<file path="src/design/fcs_params.svh">
// Constants for the flash command sequencer (host side).
// Assumes a parallel NOR flash with word/byte mode and banked address space.
// Behaviour
// - One write of F0 to any address returns a bank to read mode.
// - Autoselect entry: AA to 555, 55 to 2AA, 90 to bank 555; then reads.
// - Maker code is read at bank offset X00, low data byte.
// - Device identifier needs three reads at X01, X0E and X0F.
// - Host keeps the same bank address through autoselect reads until reset.
// - Program: AA 555, 55 2AA, A0 555, then data to target.
// - Bypass entry AA/55/20; bypass program is A0 anywhere then data to target.
// - Bypass exit is 90 then 00 to any address.
// - Sector erase: AA,55,80,AA,55 then 30 to sector; A20-A12 select sector.
// - During erase time-out each extra sector is one write of 30.
// - Query is one write of 98 to 55 (word) or AA (byte).
// - All command cycles are writes except array reads and autoselect reads.
`ifndef FCS_PARAMS_SVH
`define FCS_PARAMS_SVH
`define FCS_AW 21
`define FCS_DW 16
// Unlock and query addresses, word and byte
`define FCS_U1_W 21'h000555
`define FCS_U2_W 21'h0002aa
`define FCS_U1_B 21'h000aaa
`define FCS_U2_B 21'h000555
`define FCS_QRY_W 21'h000055
`define FCS_QRY_B 21'h0000aa
// Command data
`define FCS_D_AA 16'h00aa
`define FCS_D_55 16'h0055
`define FCS_D_90 16'h0090
`define FCS_D_A0 16'h00a0
`define FCS_D_20 16'h0020
`define FCS_D_00 16'h0000
`define FCS_D_80 16'h0080
`define FCS_D_10 16'h0010
`define FCS_D_30 16'h0030
`define FCS_D_B0 16'h00b0
`define FCS_D_F0 16'h00f0
`define FCS_D_98 16'h0098
// Bank field and low-address field
`define FCS_BANK_MASK 21'h1c0000
`define FCS_LOW_MASK 21'h0007ff
// Time-out window and bus strobe timing
`define FCS_CLK_MHZ 25
`define FCS_ERASE_WIN_US 50
`define FCS_ERASE_WIN_CYC (`FCS_ERASE_WIN_US * `FCS_CLK_MHZ)
`define FCS_PH_CYC 4'h3
`endif

</file>
<file path="src/design/fcs_pkg.sv">
// Types for the flash command sequencer.
// Assumes fcs_params.svh is compiled alongside.
package fcs_pkg;
  // Host operation codes
  typedef enum logic [3:0] {
    FCS_OP_RESET = 4'h0,
    FCS_OP_READ = 4'h1,
    FCS_OP_ASEL = 4'h2,
    FCS_OP_PROG = 4'h3,
    FCS_OP_BYP_ENTER = 4'h4,
    FCS_OP_BYP_PROG = 4'h5,
    FCS_OP_BYP_EXIT = 4'h6,
    FCS_OP_CHIP_ERASE = 4'h7,
    FCS_OP_SECT_ERASE = 4'h8,
    FCS_OP_SECT_ADD = 4'h9,
    FCS_OP_SUSPEND = 4'ha,
    FCS_OP_RESUME = 4'hb,
    FCS_OP_QUERY = 4'hc
  } fcs_op_t;
  // Cycle kind handed to the bus engine
  typedef enum logic [1:0] {
    FCS_CY_WR = 2'h0,
    FCS_CY_RD = 2'h1
  } fcs_cy_t;
endpackage : fcs_pkg

</file>
<file path="src/design/fcs_bus_if.sv">
// Link between sequencer and bus-cycle engine.
// Assumes one clock for both ends.
`timescale 1ns/1ps
interface fcs_bus_if;
  logic req;
  logic done;
  fcs_pkg::fcs_cy_t kind;
  logic [20:0] addr;
  logic [15:0] wdata;
  logic [15:0] rdata;
  modport seq(output req, output kind, output addr, output wdata, input done, input rdata);
  modport eng(input req, input kind, input addr, input wdata, output done, output rdata);
endinterface : fcs_bus_if

</file>
<file path="src/design/fcs_bus_cycle.sv">
// One flash bus cycle: write or read with enable strobes.
// Assumes flash pins; data input resynchronised here.
`timescale 1ns/1ps
`include "fcs_params.svh"
module fcs_bus_cycle (
  // Clock and reset
  input wire logic i_clk_sys,
  input wire logic i_rst,
  // Sequencer side
  fcs_bus_if.eng bus,
  // Flash pins
  output logic [20:0] o_addr,
  output logic [15:0] o_dq_out,
  output logic o_dq_oe,
  input wire logic [15:0] i_dq_in,
  output logic o_ce_n,
  output logic o_we_n,
  output logic o_oe_n
);
  typedef enum logic [1:0] {
    FCS_BC_IDLE = 2'h0,
    FCS_BC_SETUP = 2'h1,
    FCS_BC_ACT = 2'h2,
    FCS_BC_HOLD = 2'h3
  } fcs_bc_t;
  fcs_bc_t st_r, st_nxt;
  logic [3:0] cnt_r, cnt_nxt;
  logic rd_r, rd_nxt;
  logic [20:0] addr_r, addr_nxt;
  logic [15:0] dout_r, dout_nxt;
  logic [15:0] rdat_r, rdat_nxt;
  logic [15:0] sync1_r, sync2_r;
  logic done_r, done_nxt;
  // ----------------------------------------------------------------
  // Next-state for one strobe
  // ----------------------------------------------------------------
  always_comb begin
    st_nxt = st_r;
    cnt_nxt = cnt_r;
    rd_nxt = rd_r;
    addr_nxt = addr_r;
    dout_nxt = dout_r;
    rdat_nxt = rdat_r;
    done_nxt = 1'b0;
    case (st_r)
      FCS_BC_IDLE: begin
        if (bus.req) begin
          addr_nxt = bus.addr;
          dout_nxt = bus.wdata;
          rd_nxt = (bus.kind == fcs_pkg::FCS_CY_RD);
          cnt_nxt = 4'h0;
          st_nxt = FCS_BC_SETUP;
        end
      end
      FCS_BC_SETUP: begin
        st_nxt = FCS_BC_ACT;
        cnt_nxt = 4'h0;
      end
      FCS_BC_ACT: begin
        cnt_nxt = cnt_r + 4'h1;
        // Read data sampled after two-stage sync settles
        if (cnt_r == `FCS_PH_CYC) begin
          rdat_nxt = sync2_r;
          st_nxt = FCS_BC_HOLD;
          cnt_nxt = 4'h0;
        end
      end
      default: begin
        done_nxt = 1'b1;
        st_nxt = FCS_BC_IDLE;
      end
    endcase
  end
  // ----------------------------------------------------------------
  // Registers
  // ----------------------------------------------------------------
  always_ff @(posedge i_clk_sys) begin
    if (i_rst) begin
      st_r <= FCS_BC_IDLE;
      cnt_r <= 4'h0;
      rd_r <= 1'b0;
      addr_r <= 21'h000000;
      dout_r <= 16'h0000;
      rdat_r <= 16'h0000;
      done_r <= 1'b0;
      sync1_r <= 16'h0000;
      sync2_r <= 16'h0000;
    end else begin
      st_r <= st_nxt;
      cnt_r <= cnt_nxt;
      rd_r <= rd_nxt;
      addr_r <= addr_nxt;
      dout_r <= dout_nxt;
      rdat_r <= rdat_nxt;
      done_r <= done_nxt;
      sync1_r <= i_dq_in;
      sync2_r <= sync1_r;
    end
  end
  // Pin drive: chip enable spans setup..hold, strobe only in ACT
  assign o_addr = addr_r;
  assign o_dq_out = dout_r;
  assign o_dq_oe = (st_r != FCS_BC_IDLE) && !rd_r;
  assign o_ce_n = (st_r == FCS_BC_IDLE);
  assign o_we_n = !((st_r == FCS_BC_ACT) && !rd_r);
  assign o_oe_n = !((st_r == FCS_BC_ACT) && rd_r);
  assign bus.done = done_r;
  assign bus.rdata = rdat_r;
endmodule : fcs_bus_cycle

</file>
<file path="src/design/fcs_seq.sv">
// Host-side command sequencer for a banked parallel NOR flash.
// Assumes a single 25 MHz clock; user issues one operation at a time.
`timescale 1ns/1ps
`include "fcs_params.svh"
module fcs_seq (
  // Clock and reset
  input wire logic i_clk_sys,
  input wire logic i_rst,
  // User request
  input wire logic i_req,
  input wire logic [3:0] i_op,
  input wire logic i_byte_mode,
  input wire logic [20:0] i_addr,
  input wire logic [15:0] i_data,
  output logic o_ready,
  output logic o_done,
  output logic [15:0] o_rdata,
  output logic o_erase_window,
  // Flash pins
  output logic [20:0] o_addr,
  output logic [15:0] o_dq_out,
  output logic o_dq_oe,
  input wire logic [15:0] i_dq_in,
  output logic o_ce_n,
  output logic o_we_n,
  output logic o_oe_n
);
  typedef enum logic [1:0] {
    FCS_S_IDLE = 2'h0,
    FCS_S_ISSUE = 2'h1,
    FCS_S_WAIT = 2'h2,
    FCS_S_FIN = 2'h3
  } fcs_st_t;
  fcs_bus_if bus();
  fcs_st_t st_r, st_nxt;
  fcs_pkg::fcs_op_t op_r, op_nxt;
  logic byte_r, byte_nxt;
  logic [20:0] uaddr_r, uaddr_nxt;
  logic [15:0] udata_r, udata_nxt;
  logic [2:0] step_r, step_nxt;
  logic [15:0] rdata_r, rdata_nxt;
  logic [10:0] win_r, win_nxt;
  logic done_r, done_nxt;
  logic [2:0] nsteps;
  fcs_pkg::fcs_cy_t cy_kind;
  logic [20:0] cy_addr;
  logic [15:0] cy_data;

  // ----------------------------------------------------------------
  // Bank part of an address, low bits cleared
  // ----------------------------------------------------------------
  function automatic logic [20:0] bank_of(input logic [20:0] a);
    bank_of = a & `FCS_BANK_MASK;
  endfunction : bank_of

  // Unlock address pick by mode: first or second unlock
  function automatic logic [20:0] unl(input logic second, input logic bm);
    if (second) unl = bm ? `FCS_U2_B : `FCS_U2_W;
    else unl = bm ? `FCS_U1_B : `FCS_U1_W;
  endfunction : unl

  // ----------------------------------------------------------------
  // Cycle count per operation
  // ----------------------------------------------------------------
  always_comb begin
    case (op_r)
      fcs_pkg::FCS_OP_RESET, fcs_pkg::FCS_OP_READ, fcs_pkg::FCS_OP_SECT_ADD,
      fcs_pkg::FCS_OP_SUSPEND, fcs_pkg::FCS_OP_RESUME,
      fcs_pkg::FCS_OP_QUERY: nsteps = 3'h1;
      fcs_pkg::FCS_OP_BYP_PROG, fcs_pkg::FCS_OP_BYP_EXIT: nsteps = 3'h2;
      fcs_pkg::FCS_OP_BYP_ENTER: nsteps = 3'h3;
      fcs_pkg::FCS_OP_PROG, fcs_pkg::FCS_OP_ASEL: nsteps = 3'h4;
      default: nsteps = 3'h6;
    endcase
  end

  // ----------------------------------------------------------------
  // Address and data of the current bus cycle
  // ----------------------------------------------------------------
  always_comb begin
    cy_kind = fcs_pkg::FCS_CY_WR;
    cy_addr = unl(1'b0, byte_r);
    cy_data = `FCS_D_AA;
    case (op_r)
      fcs_pkg::FCS_OP_RESET: begin
        cy_data = `FCS_D_F0;
      end
      fcs_pkg::FCS_OP_READ: begin
        cy_kind = fcs_pkg::FCS_CY_RD;
        cy_addr = uaddr_r;
      end
      fcs_pkg::FCS_OP_QUERY: begin
        cy_addr = byte_r ? `FCS_QRY_B : `FCS_QRY_W;
        cy_data = `FCS_D_98;
      end
      fcs_pkg::FCS_OP_SUSPEND: begin
        cy_addr = bank_of(uaddr_r);
        cy_data = `FCS_D_B0;
      end
      fcs_pkg::FCS_OP_RESUME: begin
        cy_addr = bank_of(uaddr_r);
        cy_data = `FCS_D_30;
      end
      fcs_pkg::FCS_OP_SECT_ADD: begin
        cy_addr = uaddr_r;
        cy_data = `FCS_D_30;
      end
      fcs_pkg::FCS_OP_BYP_PROG: begin
        cy_addr = (step_r == 3'h0) ? 21'h000000 : uaddr_r;
        cy_data = (step_r == 3'h0) ? `FCS_D_A0 : udata_r;
      end
      fcs_pkg::FCS_OP_BYP_EXIT: begin
        cy_addr = 21'h000000;
        cy_data = (step_r == 3'h0) ? `FCS_D_90 : `FCS_D_00;
      end
      default: begin
        // Unlock pair, command, optionally a second unlock pair
        if (step_r == 3'h1 || step_r == 3'h4) begin
          cy_addr = unl(1'b1, byte_r);
          cy_data = `FCS_D_55;
        end else if (step_r == 3'h3) begin
          cy_data = `FCS_D_AA;
          cy_addr = unl(1'b0, byte_r);
          if (op_r == fcs_pkg::FCS_OP_PROG) begin
            cy_addr = uaddr_r;
            cy_data = udata_r;
          end else if (op_r == fcs_pkg::FCS_OP_ASEL) begin
            cy_kind = fcs_pkg::FCS_CY_RD;
            cy_addr = bank_of(uaddr_r) | (uaddr_r & `FCS_LOW_MASK);
          end
        end else if (step_r == 3'h2) begin
          if (op_r == fcs_pkg::FCS_OP_ASEL) begin
            cy_addr = bank_of(uaddr_r) | unl(1'b0, byte_r);
            cy_data = `FCS_D_90;
          end else if (op_r == fcs_pkg::FCS_OP_PROG) begin
            cy_data = `FCS_D_A0;
          end else if (op_r == fcs_pkg::FCS_OP_BYP_ENTER) begin
            cy_data = `FCS_D_20;
          end else begin
            cy_data = `FCS_D_80;
          end
        end else if (step_r == 3'h5) begin
          if (op_r == fcs_pkg::FCS_OP_SECT_ERASE) begin
            cy_addr = uaddr_r;
            cy_data = `FCS_D_30;
          end else begin
            cy_data = `FCS_D_10;
          end
        end
      end
    endcase
  end

  // ----------------------------------------------------------------
  // Sequencer next state
  // ----------------------------------------------------------------
  always_comb begin
    st_nxt = st_r;
    op_nxt = op_r;
    byte_nxt = byte_r;
    uaddr_nxt = uaddr_r;
    udata_nxt = udata_r;
    step_nxt = step_r;
    rdata_nxt = rdata_r;
    done_nxt = 1'b0;
    win_nxt = (win_r != 11'h000) ? win_r - 11'h001 : win_r;
    case (st_r)
      FCS_S_IDLE: begin
        if (i_req) begin
          op_nxt = fcs_pkg::fcs_op_t'(i_op);
          byte_nxt = i_byte_mode;
          uaddr_nxt = i_addr;
          udata_nxt = {8'h00, i_data[7:0]};
          if (i_op == fcs_pkg::FCS_OP_PROG || i_op == fcs_pkg::FCS_OP_BYP_PROG) begin
            udata_nxt = i_data;
          end
          step_nxt = 3'h0;
          st_nxt = FCS_S_ISSUE;
        end
      end
      FCS_S_ISSUE: begin
        st_nxt = FCS_S_WAIT;
      end
      FCS_S_WAIT: begin
        if (bus.done) begin
          if (step_r == nsteps - 3'h1) begin
            rdata_nxt = bus.rdata;
            st_nxt = FCS_S_FIN;
          end else begin
            step_nxt = step_r + 3'h1;
            st_nxt = FCS_S_ISSUE;
          end
        end
      end
      default: begin
        done_nxt = 1'b1;
        st_nxt = FCS_S_IDLE;
        // Erase window restarts on every sector write
        if (op_r == fcs_pkg::FCS_OP_SECT_ERASE || op_r == fcs_pkg::FCS_OP_SECT_ADD) begin
          win_nxt = 11'(`FCS_ERASE_WIN_CYC);
        end else if (op_r == fcs_pkg::FCS_OP_SUSPEND) begin
          win_nxt = 11'h000;
        end
      end
    endcase
  end

  // ----------------------------------------------------------------
  // Sequencer registers
  // ----------------------------------------------------------------
  always_ff @(posedge i_clk_sys) begin
    if (i_rst) begin
      st_r <= FCS_S_IDLE;
      op_r <= fcs_pkg::FCS_OP_RESET;
      byte_r <= 1'b0;
      uaddr_r <= 21'h000000;
      udata_r <= 16'h0000;
      step_r <= 3'h0;
      rdata_r <= 16'h0000;
      win_r <= 11'h000;
      done_r <= 1'b0;
    end else begin
      st_r <= st_nxt;
      op_r <= op_nxt;
      byte_r <= byte_nxt;
      uaddr_r <= uaddr_nxt;
      udata_r <= udata_nxt;
      step_r <= step_nxt;
      rdata_r <= rdata_nxt;
      win_r <= win_nxt;
      done_r <= done_nxt;
    end
  end

  // Bus request for the current step
  assign bus.req = (st_r == FCS_S_ISSUE);
  assign bus.kind = cy_kind;
  assign bus.addr = cy_addr;
  assign bus.wdata = cy_data;

  // Cycle engine
  fcs_bus_cycle u_cyc (
    .i_clk_sys(i_clk_sys),
    .i_rst(i_rst),
    .bus(bus),
    .o_addr(o_addr),
    .o_dq_out(o_dq_out),
    .o_dq_oe(o_dq_oe),
    .i_dq_in(i_dq_in),
    .o_ce_n(o_ce_n),
    .o_we_n(o_we_n),
    .o_oe_n(o_oe_n)
  );

  assign o_ready = (st_r == FCS_S_IDLE);
  assign o_done = done_r;
  assign o_rdata = rdata_r;
  assign o_erase_window = (win_r != 11'h000);
endmodule : fcs_seq

</file>
<file path="config.mk">
export PLATFORM = sky130hd
export DESIGN_NAME = fcs_seq
export DESIGN_NICKNAME = d
export VERILOG_FILES = /design/src/design/fcs_pkg.sv /design/src/design/fcs_bus_if.sv /design/src/design/fcs_bus_cycle.sv /design/src/design/fcs_seq.sv
export VERILOG_INCLUDE_DIRS = /design/src /design/src/design
export SDC_FILE = /design/constraint.sdc
export NUM_CORES = 1
export LEC_CHECK = 0
export BUFFER_PORTS_ARGS = -buffer_cell sky130_fd_sc_hd__buf_2
export CAP_MARGIN = 5
export CORE_MARGIN = 2
export CORE_UTILIZATION = 34
export DETAILED_ROUTE_END_ITERATION = 10
export SLEW_MARGIN = 20
export SYNTH_ARGS = -nofsm -noshare
export SYNTH_HDL_FRONTEND = slang
export SYNTH_HIERARCHICAL = 1
export SYNTH_SLANG_ARGS = --single-unit
</file>
<file path="constraint.sdc">
create_clock -name i_clk_sys -period 2.63 [get_ports i_clk_sys]
set_input_delay 0.1315 -clock i_clk_sys [delete_from_list [all_inputs] [get_ports i_clk_sys]]
set_output_delay 0.1315 -clock i_clk_sys [all_outputs]
set_load 0.02 [all_outputs]
</file>
# == Word-level counts from Yosys, hierarchy flattened ==
# Memory sizes are Yosys's and may differ from the RTL's. A register that Yosys moved wholly into a read port is not among the register bits.
# Cells that the tools add are included.
# totals
ff_bits,168
rom_bits,48
input_bits,61
out_inout_bits,60
elab_cells,145
n_memories,1
# memory_table
name,depth,word_bits,rd,rd_ports_with_merged_regs,write_ports,line,source
(name not given),16,3,1,1,0,fcs_seq.sv:66,case (op_r)
# op_classes
add_sub_neg,4
eq_ne,30
mux,58
bitwise_logic,2
n_reduce_logical,32
# op_table
cell,n
two-way mux 21 bit,14
one-hot mux 21 bit (6 select lines),1
one-hot mux 16 bit (7 select lines),1
two-way mux 16 bit,6
two-way mux 11 bit,5
two-way mux 8 bit,6
OR 21 x 11 -> 21 bit,1
OR 21 bit,1
== test 4 bit (second input constant),5
== test 4 x 2 -> 1 bit (second input constant),4
== test 4 x 3 -> 1 bit (second input constant),4
two-way mux 4 bit,4
two-way mux 12 bit,1
one-hot mux 2 bit (3 select lines),2
one-hot mux 4 bit (3 select lines),1
AND reduction 2 bit,6
nonzero test 11 bit,1
subtractor 11 x 1 -> 11 bit (second input constant),1
two-way mux 2 bit,5
two-way mux 3 bit,3
OR reduction 8 bit,1
OR reduction 7 bit,1
== test 3 x 2 -> 1 bit (second input constant),2
== test 3 bit (second input constant),2
27 further kinds,48

# == Logic depth before layout (Yosys ltp) ==
# Gate-level depths: netlist of run 1.
# logic_depth
word_depth,12
mapped_depth,10
depth_no_buf,9

# == Hierarchy ==
# Netlist of run 1, hierarchy kept.
# by_module_without_submodules
mod,n_inst,cells_per_inst,area_per_inst_um2,seq_area_each_um2
fcs_seq,1,524,4200.3,1561.5
fcs_bus_cycle,1,353,3134.3,1861.8

# == Least setup slack after synthesis of run 1 ==
# No wires, ideal clock.
# synth_timing
kind,register to register
startpoint,register step_r[0]
endpoint,"register u_cyc.addr_r[8], in the netlist u_cyc/o_addr[8]"
setup_ps,70
arrival_time_ps,1944
t_required_ps,2560
slack_ps,616
path_stages_with_launch,10
path_buffers,0
period_less_slack_ps,2014
cell_sequence,dfxtp_1 > ha_1 > ha_1 > and3b_1 > a22oi_2 > a21oi_1 > nor2_1 > a211o_1 > nand2_1 > a21oi_1
# synth_between
elab_chain_cells,6
word_cells_on_any_way,13
classes_between,5 x eq/ne; 6 x mux; 2 x reduce/logical
# synth_lines
element,line,source
from (decl),fcs_seq.sv:40,"logic [2:0] step_r, step_nxt;"
from (signal assigned),fcs_seq.sv:228,step_r <= step_nxt;
== test 3 bit,fcs_seq.sv:142,end else if (step_r == 3'h5) begin
two-way mux 21 bit,fcs_seq.sv:142,
two-way mux 21 bit,fcs_seq.sv:131,end else if (step_r == 3'h2) begin
two-way mux 21 bit,fcs_seq.sv:121,end else if (step_r == 3'h3) begin
two-way mux 21 bit,fcs_seq.sv:118,if (step_r == 3'h1 || step_r == 3'h4) begin
one-hot mux 21 bit (6 select lines) *,fcs_seq.sv:84,case (op_r)
net bus.addr[8],fcs_bus_if.sv:8,logic [20:0] addr;
to (signal assigned),fcs_bus_cycle.sv:92,addr_r <= addr_nxt;
to (decl),fcs_bus_cycle.sv:29,"logic [20:0] addr_r, addr_nxt;"
# Mark *: on every way through the listed nets, which the timed path passes. The rest lies on a longest branch.
# A chain may end at the register's enable or synchronous reset.

# == Worst setup path in the final report of run 1 ==
# Ends and elaborated chain as after synthesis.

==> flow_metrics.tcl, run 1 <==
set metrics [dict create \
    postCtsResizedCells 0 \
    drt_wl_total_um 18600 \
    rows 53 \
    fin_nets 1107 \
    cts.clk_slew.worst_paths_ps 70 \
    critPathMaxStageDelay_ps 480 \
    cp_top_family "simple AND/OR/NAND/NOR gates" \
    gp_congestion 0.927 \
    gr-total-overflow 0 \
    grt_busiest_layer "met2" \
    drv_slew 0 \
    startpoint_type "flop" \
    syn_area_mm2 0.00733 \
    end_kind "flop" \
    ir_worst_vdd_v 0.000372 \
    cap_violations 0 \
    crit_slowest_cell "mux2i_2" \
    ys_ff_latch 171 \
    met2_usage_pct 26.1 \
    die_h_um 151 \
    crit_path_max_fanout 9 \
    area_growth_syn_to_layout_pct 28.0 \
    worstPathRequired_ps 2990 \
    grtUsageMet3_pct 3.98 \
    grt_pass1_vias 5889 \
    fin_crit_sh_pct 89.4 \
    power.density_mw_per_mm2 751 \
    tns_ps 0 \
    insertion_delay_ps 440 \
    p_leak_nw 3.90 \
    setup_violations 0 \
    port_buffers 120 \
    hold_ws_ps 37.3 \
    synth-warning-count 6 \
    start_util_pct 34.8 \
    cts_tree "yes" \
    path_buf_inv 1 \
    synth.area.top_cells "dfxtp_1 (47%), nand2_1 (10%), a21oi_1 (7.3%)" \
    grt_setup_unrepaired "false" \
    async_flop_share_pct 0 \
    routedWlPerCell_um 14.0 \
    clock_sinks 171 \
    core_mm2 0.0211 \
    detail-route-antenna-nets 0 \
    antenna_found_initial 1 \
    max_freq_mhz 425 \
    avgViaCountPerCell 4.80 \
    slew_headroom_pct 62.1 \
    io_pins 121 \
    track_usage_pct 16.4 \
    clockRootBuffer "clkbuf_16" \
    crit_chain "inv_1 -> ha_1 -> mux2i_2 -> nor2b_1 -> a21oi_1 -> nor2_1 -> a211o_1 -> nand2_1 -> a21oi_1" \
    yosysSeqAreaShare_pct 46.7 \
    first_pass_iters 5 \
    die_area_mm2 0.0228 \
    synth_ff_type "dfxtp_1" \
    synth-edff-count 0 \
    status "complete, no violations" \
    cts_buffers 17 \
    setup_slack_ps 279 \
    first_iter_violations 316 \
    drive_gt1_share_pct 18.0 \
    hpwl_um 12800 \
    tightestPinTransition_ps 558 \
    synth.top_cell.area_share_pct 46.7 \
    grt_start_max_net_pins 94 \
    drc 0 \
    crit_top_cell "a21oi_1" \
    netlist_instances 877 \
    place_ws_ps 329 \
    use_met1_pct 21.6 \
    worst-setup-path-type "flop to flop" \
    clockBufferDepth 2 \
    avgSynthCellArea_um2 8.36 \
    dr_total_vias 6353 \
    period_needed_ps 2350 \
    crit_arrival_ps 2710 \
    synth.largest_area_cell "dfxtp_1" \
    grt_pass1_wl_um 29600 \
    fillers 2102 \
    fp.dieW_um 151 \
    fin_skew_ps 14.2 \
    htree_num_levels 4 \
    synth_nets 950 \
    hold_viol 0 \
    synth_cell_types 76 \
    hp-class "input port to flop" \
]
[synthesized netlist by cell type (2+ instances only)]
cell type and count:
o21ai_0 21, or4_1 2, nor3b_1 4, nand3b_1 4, a31oi_1 7, o211ai_1 4
xnor2_1 6, and2_1 19, nor4_1 3, xor2_1 6, nand4_1 3, ha_1 12
buf_1 4, a22oi_1 10, inv_1 18, or3_1 3, o221ai_1 2, dfxtp_1 171
or2_1 4, a211o_1 3, mux2i_1 22, nand2b_1 10, nor3_1 6, nand4b_1 2
a211oi_1 3, a21boi_0 3, buf_6 3, or3b_1 2, and3_1 3, clkbuf_1 35
buf_2 10, o22ai_1 2, nand2_1 204, o21a_1 3, nand3_1 5, o31ai_1 4
nor2_1 53, a21o_1 8, nor2b_1 48, a32oi_1 2, a21oi_1 107, nor4b_2 2
[state kept, by name, summed over array words and instances (netlist names)]
signal and cells:
byte_r 1, nsteps 3, o_done 1, o_rdata 16
op_r 4, st_r 2, step_r 3, u_cyc/bus.done 1
u_cyc/bus.rdata 16, u_cyc/cnt_r 4, u_cyc/o_addr 21, u_cyc/o_dq_out 16
u_cyc/rd_r 1, u_cyc/st_r 2, u_cyc/sync1_r 16, u_cyc/sync2_r 16
uaddr_r 21, udata_r 16, win_r 11
[logic make-up (layout without fill, tap and decap cells)]
kind of cell,after synthesis,after routing,synth area share [%]
AOI/OAI and AO/OA,196,196,16.6
muxes,23,23,3.19
other,1,2,0.0511
xor gates and xnor gates,13,13,1.74
buffers and inverters,72,242,4.21
DFF,171,171,46.7
adders and majority gates,12,12,2.05
and+or+nand+nor,389,389,25.5
[worst reg2reg max path, cell delays in order, from the launching register on]
cell and delay [ps]:
dfxtp_1 410, inv_1 100, ha_1 250, mux2i_2 480
nor2b_1 240, a21oi_1 110, nor2_1 360, a211o_1 160
nand2_1 50, a21oi_1 130
[layout make-up]
type | count | area [um2] | share of cell area [%]
repair buffers | 191 | 1280 | 13.7
clock buffers | 17 | 425 | 4.53
inverters | 19 | 71.3 | 0.760
multi-input cells | 634 | 3620 | 38.6
clock inverters | 15 | 216 | 2.31
diodes | 1 | 2.50 | 0.0267
flip-flops and latches | 171 | 3420 | 36.5
well taps | 275 | 344 | 3.66
[power by group]
group | switching, mW | total, mW | internal (mW)
registers | 0.162 | 2.94 | 2.78
logic | 0.907 | 1.52 | 0.618
clock network | 1.27 | 2.59 | 1.32
[metrics by stage]
| step | instances | utilization [%] | total power, mW | instance area [um2] |
|---|---|---|---|---|
| floorplan | 877 | - | 4.05 | 7330 |
| global route | 1322 | 44.5 | 7.44 | 9390 |
| detailed placement | 1236 | 38.9 | 4.46 | 8200 |
| CTS | 1322 | 44.5 | 7.13 | 9390 |
| finish | 1323 | 44.5 | 7.05 | 9390 |
| global placement | 1236 | 38.9 | 4.44 | 8200 |
[metal layers]
layer	vias up	part of all wire (%)
met4	0	2.1
li1	3265	-
met3	21	4.5
met1	2913	48
met5	-	0
met2	154	46
[final timing paths]
path / from / to / slack (ps) / depth (start not counted)
max: step_r[0] / u_cyc/o_addr[8] / 280 / 9
max reg2reg: step_r[0] / u_cyc/o_addr[8] / 280 / 9
min reg2reg: u_cyc/sync2_r[15] / u_cyc/bus.rdata[15] / 430 / 2
min: i_req / st_r[0] / 40 / 3
[cell usage in the layout (no fill, tap or decap), types with 7 or more instances in the layout]
master,n
nand2_1,204
dfxtp_1,171
buf_2,119
a21oi_1,107
dlygate4sd3_1,54
nor2_1,53
nor2b_1,48
mux2i_1,22
o21ai_0,21
and2_1,19
inv_1,18
clkbuf_16,17
buf_4,17
ha_1,12
nand2b_1,10
a22oi_1,10
clkinv_8,9
a21o_1,8
a31oi_1,7
[timing repair]
action	CTS	global route
setup buffers	0	0
hold buffers	54	0
endpoints found under the hold margin	54	0
Power figures use the tool's default switching activity.
==> run 2, diff against run 1 <==
--- a/config.mk
+++ b/config.mk
@@ -9,9 +9,10 @@
 export BUFFER_PORTS_ARGS = -buffer_cell sky130_fd_sc_hd__buf_2
 export CAP_MARGIN = 5
 export CORE_MARGIN = 2
-export CORE_UTILIZATION = 34
+export CORE_UTILIZATION = 45
 export DETAILED_ROUTE_END_ITERATION = 10
-export SLEW_MARGIN = 20
+export PLACE_DENSITY_LB_ADDON = 0.05
+export SLEW_MARGIN = 30
 export SYNTH_ARGS = -nofsm -noshare
 export SYNTH_HDL_FRONTEND = slang
 export SYNTH_HIERARCHICAL = 1
==> run 2 against run 1 <==
Net effect: cell count decreased by 4.4%; critical path type unchanged; largest cell class unchanged; setup slack improved by 26 ps; clock skew decreased by 5.4 ps; routed wire length decreased by 3.9%; final area decreased by 0.85%; non-clock buffer count increased by 2.
==> flow_metrics.tcl, run 2 (same netlist as run 1, synthesis figures left out) <==
set metrics [dict create \
    status "complete, no violations" \
    hp-class "input port to flop" \
    power_mw 6.96 \
    final_core_util_pct 58.6 \
    drc 0 \
    dp_cells 1179 \
    period_needed_ps 2320 \
    clkPwrFrac_pct 35.9 \
    cap_violations 0 \
    final_cell_mix "nand2_1 (204), dfxtp_1 (171), buf_2 (119)" \
    max_freq_mhz 430 \
    regToRegSetupSlack_ps 310 \
    grt_pass1_vias 5991 \
    worst-setup-path-type "flop to flop" \
    p_leak_nw 3.90 \
    fin_skew_ps 8.82 \
    fillers 1510 \
    instances_no_fill 1265 \
    intPower_mw 4.70 \
    die_h_um 132 \
    cts_setup_buffers 0 \
    antenna_found_initial 1 \
    end_kind "flop" \
    tns_ps 0 \
    drive_gt1_share_pct 18.2 \
    antenna_cells 0 \
    slew_headroom_pct 62.6 \
    swShare_pct 32.5 \
    rows 46 \
    fp.dieW_um 132 \
    startpoint_type "flop" \
    grt_pass1_wl_um 29100 \
    fin_crit_sh_pct 88.4 \
    crit_path_max_fanout 7 \
    clockRootBuffer "clkbuf_16" \
    cts_buffers 17 \
    die_area_mm2 0.0173 \
    hold_start "i_op[0]" \
    core_mm2 0.0159 \
    reg2reg_to "u_cyc/o_addr[8]" \
    ff_latch_area_mm2 0.00342 \
    r2r-start "step_r[1]" \
    cts_tree "yes" \
    grt_start_max_net_pins 103 \
    routedWlPerCell_um 14.1 \
    grtUsageMet3_pct 6.02 \
    p_seq_share_pct 42.2 \
    cts.clk_slew.worst_paths_ps 70 \
    tightestPinTransition_ps 550 \
    io_pins 121 \
    met2_usage_pct 33.8 \
    gr-total-overflow 0 \
    power_frac_comb_pct 21.9 \
    drv_slew 0 \
    area_growth_syn_to_layout_pct 26.9 \
    clock_sinks 171 \
    power.density_mw_per_mm2 748 \
    fin_nets 1109 \
    reg2reg_depth 9 \
    track_usage_pct 20.5 \
    hpwl_um 12100 \
    insertion_delay_ps 430 \
    use_met1_pct 26.0 \
    htree_num_levels 4 \
    worstPathRequired_ps 2990 \
    whs_path_depth 3 \
    dr_total_vias 6355 \
    holdPathEnd "op_r[0]" \
    first_pass_iters 5 \
    crit_arrival_ps 2680 \
    grt_setup_unrepaired "false" \
    port_buffers 120 \
    grt_busiest_layer "met2" \
    detail-route-antenna-nets 0 \
    avgViaCountPerCell 5.02 \
    start_util_pct 46.2 \
    mostFrequentLayoutCell "nand2_1" \
    gp_congestion 0.908 \
    clockBufferDepth 2 \
    drt_wl_total_um 17800 \
    setup_violations 0 \
    ir_worst_vdd_v 0.000531 \
    hold_viol 0 \
    multiInputGateArea_mm2 0.00362 \
    p_switching_mw 2.26 \
    first_iter_violations 445 \
]
-- run 2: per-layer routing --
metal  routed length (um)  share of wire [%]  vias up
li1                     -                  -     3259
met1                 8140                 46     2929
met2                 8380                 47      144
met3                 1010                5.7       23
met4                  296                1.7        0
met5                    0                  0        -
-- run 2: worst max-delay path by stage --
| stage | from | end | cells after the start |
|---|---|---|---|
| 2_1_floorplan | step_r[0] | u_cyc/o_addr[8] | 9 |
| 3_5_place_dp | step_r[0] | u_cyc/o_addr[14] | 9 |
| 6_report | step_r[1] | u_cyc/o_addr[8] | 9 |
| 5_1_grt | step_r[0] | u_cyc/o_addr[15] | 9 |
| 4_1_cts | step_r[0] | u_cyc/o_addr[14] | 9 |
| 3_3_place_gp | step_r[0] | u_cyc/o_addr[10] | 9 |
-- run 2: stage by stage --
step           instance area, um2  hold WS, ps  worst slack, ps
3_5_place_dp                 8160          345              254
4_1_cts                      9300         24.1              241
3_3_place_gp                 8160          341              364
2_1_floorplan                7330          260              616
6_report                     9310         33.6              305
5_1_grt                      9310         51.1             77.4
-- run 2: cell type report --
cell class,instances,area share (%)
Sequential cell,171,36.8
Tap cell,216,2.90
Timing Repair Buffer,193,14.2
Inverter,19,0.766
Multi-Input combinational cell,634,38.9
Clock inverter,15,1.90
Clock buffer,17,4.57
-- run 2: worst max-delay path: stages (launching register included) --
cell	delay, ps
dfxtp_1	410
ha_1	180
ha_1	250
and3b_1	250
a22oi_2	360
a21oi_1	160
nor2_1	350
a211o_1	150
nand2_1	40
a21oi_1	110
-- run 2: power by group through the flow --
stage | logic, mW | registers [mW] | clock network [mW]
final | 1.52 | 2.94 | 2.50
after global routing | 1.70 | 2.96 | 2.68
after CTS | 1.53 | 2.94 | 2.57
after detailed placement | 1.47 | 2.99 | 0
after global placement | 1.46 | 3.00 | 0
after floorplan | 1.07 | 2.98 | 0
-- run 2: repair_timing --
action                                  4_1_cts  5_1_grt
endpoints found under the hold margin        54        0
endpoints found under the setup margin        0        2
hold buffers                                 54        0
gates resized for setup                       0        1
==> run 3, diff against run 2 <==
--- a/config.mk
+++ b/config.mk
@@ -8,12 +8,10 @@
 export LEC_CHECK = 0
 export BUFFER_PORTS_ARGS = -buffer_cell sky130_fd_sc_hd__buf_2
 export CAP_MARGIN = 5
-export CORE_MARGIN = 2
 export CORE_UTILIZATION = 45
 export DETAILED_ROUTE_END_ITERATION = 10
 export PLACE_DENSITY_LB_ADDON = 0.05
 export SLEW_MARGIN = 30
 export SYNTH_ARGS = -nofsm -noshare
 export SYNTH_HDL_FRONTEND = slang
-export SYNTH_HIERARCHICAL = 1
 export SYNTH_SLANG_ARGS = --single-unit
==> run 3 against run 2 <==
Net effect: final area decreased by 2.5%; clock skew about the same; setup slack got worse by 180 ps; critical path type unchanged; register-to-register slack got worse by 180 ps.
==> flow_metrics.tcl, run 3 <==
set metrics [dict create \
    die_h_um 127 \
    die_area_mm2 0.0161 \
    fillers 1380 \
    yosysSeqAreaShare_pct 48.6 \
    tightestPinTransition_ps 725 \
    instances_no_fill 1201 \
    dr_total_vias 6299 \
    hpwl_um 12700 \
    worstPathRequired_ps 2990 \
    p_leak_nw 3.82 \
    synth.top_cell.area_share_pct 48.6 \
    start_util_pct 46.1 \
    drc 0 \
    place_ws_ps 118 \
    dp_cells 1115 \
    ys_ff_latch 171 \
    crit_slowest_cell "or4bb_1" \
    final_area_mm2 0.00907 \
    crit_arrival_ps 2870 \
    cts_setup_buffers 0 \
    first_iter_violations 350 \
    fp.dieW_um 127 \
    insertion_delay_ps 430 \
    hp-class "input port to flop" \
    antenna_found_initial 0 \
    fin_nets 1050 \
    hold_viol 0 \
    core_mm2 0.0153 \
    synth_common_cells "dfxtp_1 (171), nand2_1 (123), nor2_1 (79)" \
    area_growth_syn_to_layout_pct 28.9 \
    routedWlPerCell_um 15.1 \
    ir_worst_vdd_v 0.000484 \
    detail-route-antenna-nets 0 \
    mostFrequentLayoutCell "dfxtp_1" \
    fin_crit_sh_pct 95.2 \
    slew_headroom_pct 51.3 \
    tns_ps 0 \
    drt_wl_total_um 18100 \
    final_core_util_pct 59.5 \
    worst-setup-path-type "flop to flop" \
    crit_chain "ha_1 -> ha_1 -> or4bb_1 -> o211a_1 -> a2111o_1 -> a31oi_1 -> o221a_1" \
    synth_ff_type "dfxtp_1" \
    r2r-start "step_r[1]" \
    synth-warning-count 0 \
    clockBufferDepth 2 \
    synth-edff-count 0 \
    max_freq_mhz 399 \
    cap_violations 0 \
    setup_slack_ps 126 \
    track_usage_pct 23.2 \
    period_needed_ps 2500 \
    synth_cell_types 71 \
    final_cell_mix "dfxtp_1 (171), nand2_1 (123), buf_2 (119)" \
    drv_slew 0 \
    rows 45 \
    first_pass_iters 5 \
    place_area_mm2 0.00793 \
    grt_setup_unrepaired "false" \
    power.density_mw_per_mm2 769 \
    clock_sinks 171 \
    critPathMaxStageDelay_ps 530 \
    synth.area.top_cells "dfxtp_1 (49%), nand2_1 (6.6%), a21oi_1 (5.0%)" \
    multiInputGateArea_mm2 0.00334 \
    power_mw 6.98 \
    ff_latch_area_mm2 0.00342 \
    cts_tree "yes" \
    crit_path_max_fanout 5 \
    grt_start_max_net_pins 57 \
    fin_skew_ps 9.12 \
    drive_gt1_share_pct 19.3 \
    crit_top_cell "ha_1" \
    io_pins 121 \
    cts.clk_slew.worst_paths_ps 70 \
    port_buffers 120 \
    async_flop_share_pct 0 \
    synth_nets 879 \
    end_kind "flop" \
    antenna_cells 0 \
    setup.worst_path.start "step_r[1]" \
    grt_pass1_vias 6112 \
    avgViaCountPerCell 5.24 \
    hold_ws_ps 80.8 \
    syn_area_mm2 0.00704 \
    avgSynthCellArea_um2 8.73 \
    clockRootBuffer "clkbuf_16" \
    setup_violations 0 \
    gp_congestion 0.898 \
    htree_num_levels 4 \
    yosysMostFrequentCell "dfxtp_1" \
    cts_buffers 17 \
    synth.largest_area_cell "dfxtp_1" \
    hold_start "i_op[0]" \
    gr-total-overflow 0 \
    startpoint_type "flop" \
    grt_pass1_wl_um 29700 \
    status "complete, no violations" \
    netlist_instances 806 \
]
[run 3: cell count changes after synthesis, moves of 8 or more]
| cell | before | now |
|---|---|---|
| a22oi_1 | 10 | 19 |
| a22o_1 | 1 | 9 |
| a21oi_1 | 107 | 71 |
| nor3_1 | 6 | 18 |
| nand2_1 | 204 | 123 |
| nor2b_1 | 48 | 40 |
| nor2_1 | 53 | 79 |
| and2_1 | 19 | 4 |
[run 3: routing by layer]
layer / vias up / wire (um) / GRT usage (%)
li1: 3151 / - / -
met1: 2951 / 8200 / 29.0
met2: 179 / 8840 / 40.1
met3: 18 / 881 / 5.19
met4: 0 / 210 / 6.02
met5: - / 0 / 0
[run 3: final timing paths]
check | to | slack (ps) | cells past startpoint
worst max register to register | u_cyc.o_addr[10] | 130 | 7
worst min-delay path | op_r[0] | 80 | 3
worst max-delay path | u_cyc.o_addr[10] | 130 | 7
worst min register to register | u_cyc.bus.rdata[11] | 430 | 2
[run 3: layout make-up]
cell class | instances | share of cell area [%]
clock buffer | 17 | 4.69
clock inverter | 15 | 1.97
inverter | 20 | 0.827
multi-input combinational | 565 | 36.8
sequential | 171 | 37.7
tap | 211 | 2.91
timing repair buffer | 202 | 15.1
[run 3: cell families (layout without fill, tap and decap cells)]
group	after synthesis	in the layout	synth area share (%)
flops	171	171	48.6
buf+inv	70	254	4.00
fa+ha+maj	12	12	2.13
xor+xnor	11	11	1.56
mux	25	25	3.57
simple gates	327	327	22.2
compound gates	190	190	17.9
[run 3: where the power goes]
part	switching (mW)	internal (mW)
sequential	0.164	2.80
clock	1.13	1.36
combinational	0.903	0.627
total	2.20	4.78
[run 3: worst max-delay path: cells and delay by family, from the launching register on]
family          cells  cell delay [ps]
flops               1              420
simple gates        1              530
compound gates      4             1140
fa+ha+maj           2              350
[run 3: what timing repair did]
action                                  CTS  global route
hold buffers                             54             0
gates resized for setup                   0             0
endpoints found under the setup margin    0             2
hold endpoints to repair                 54             0
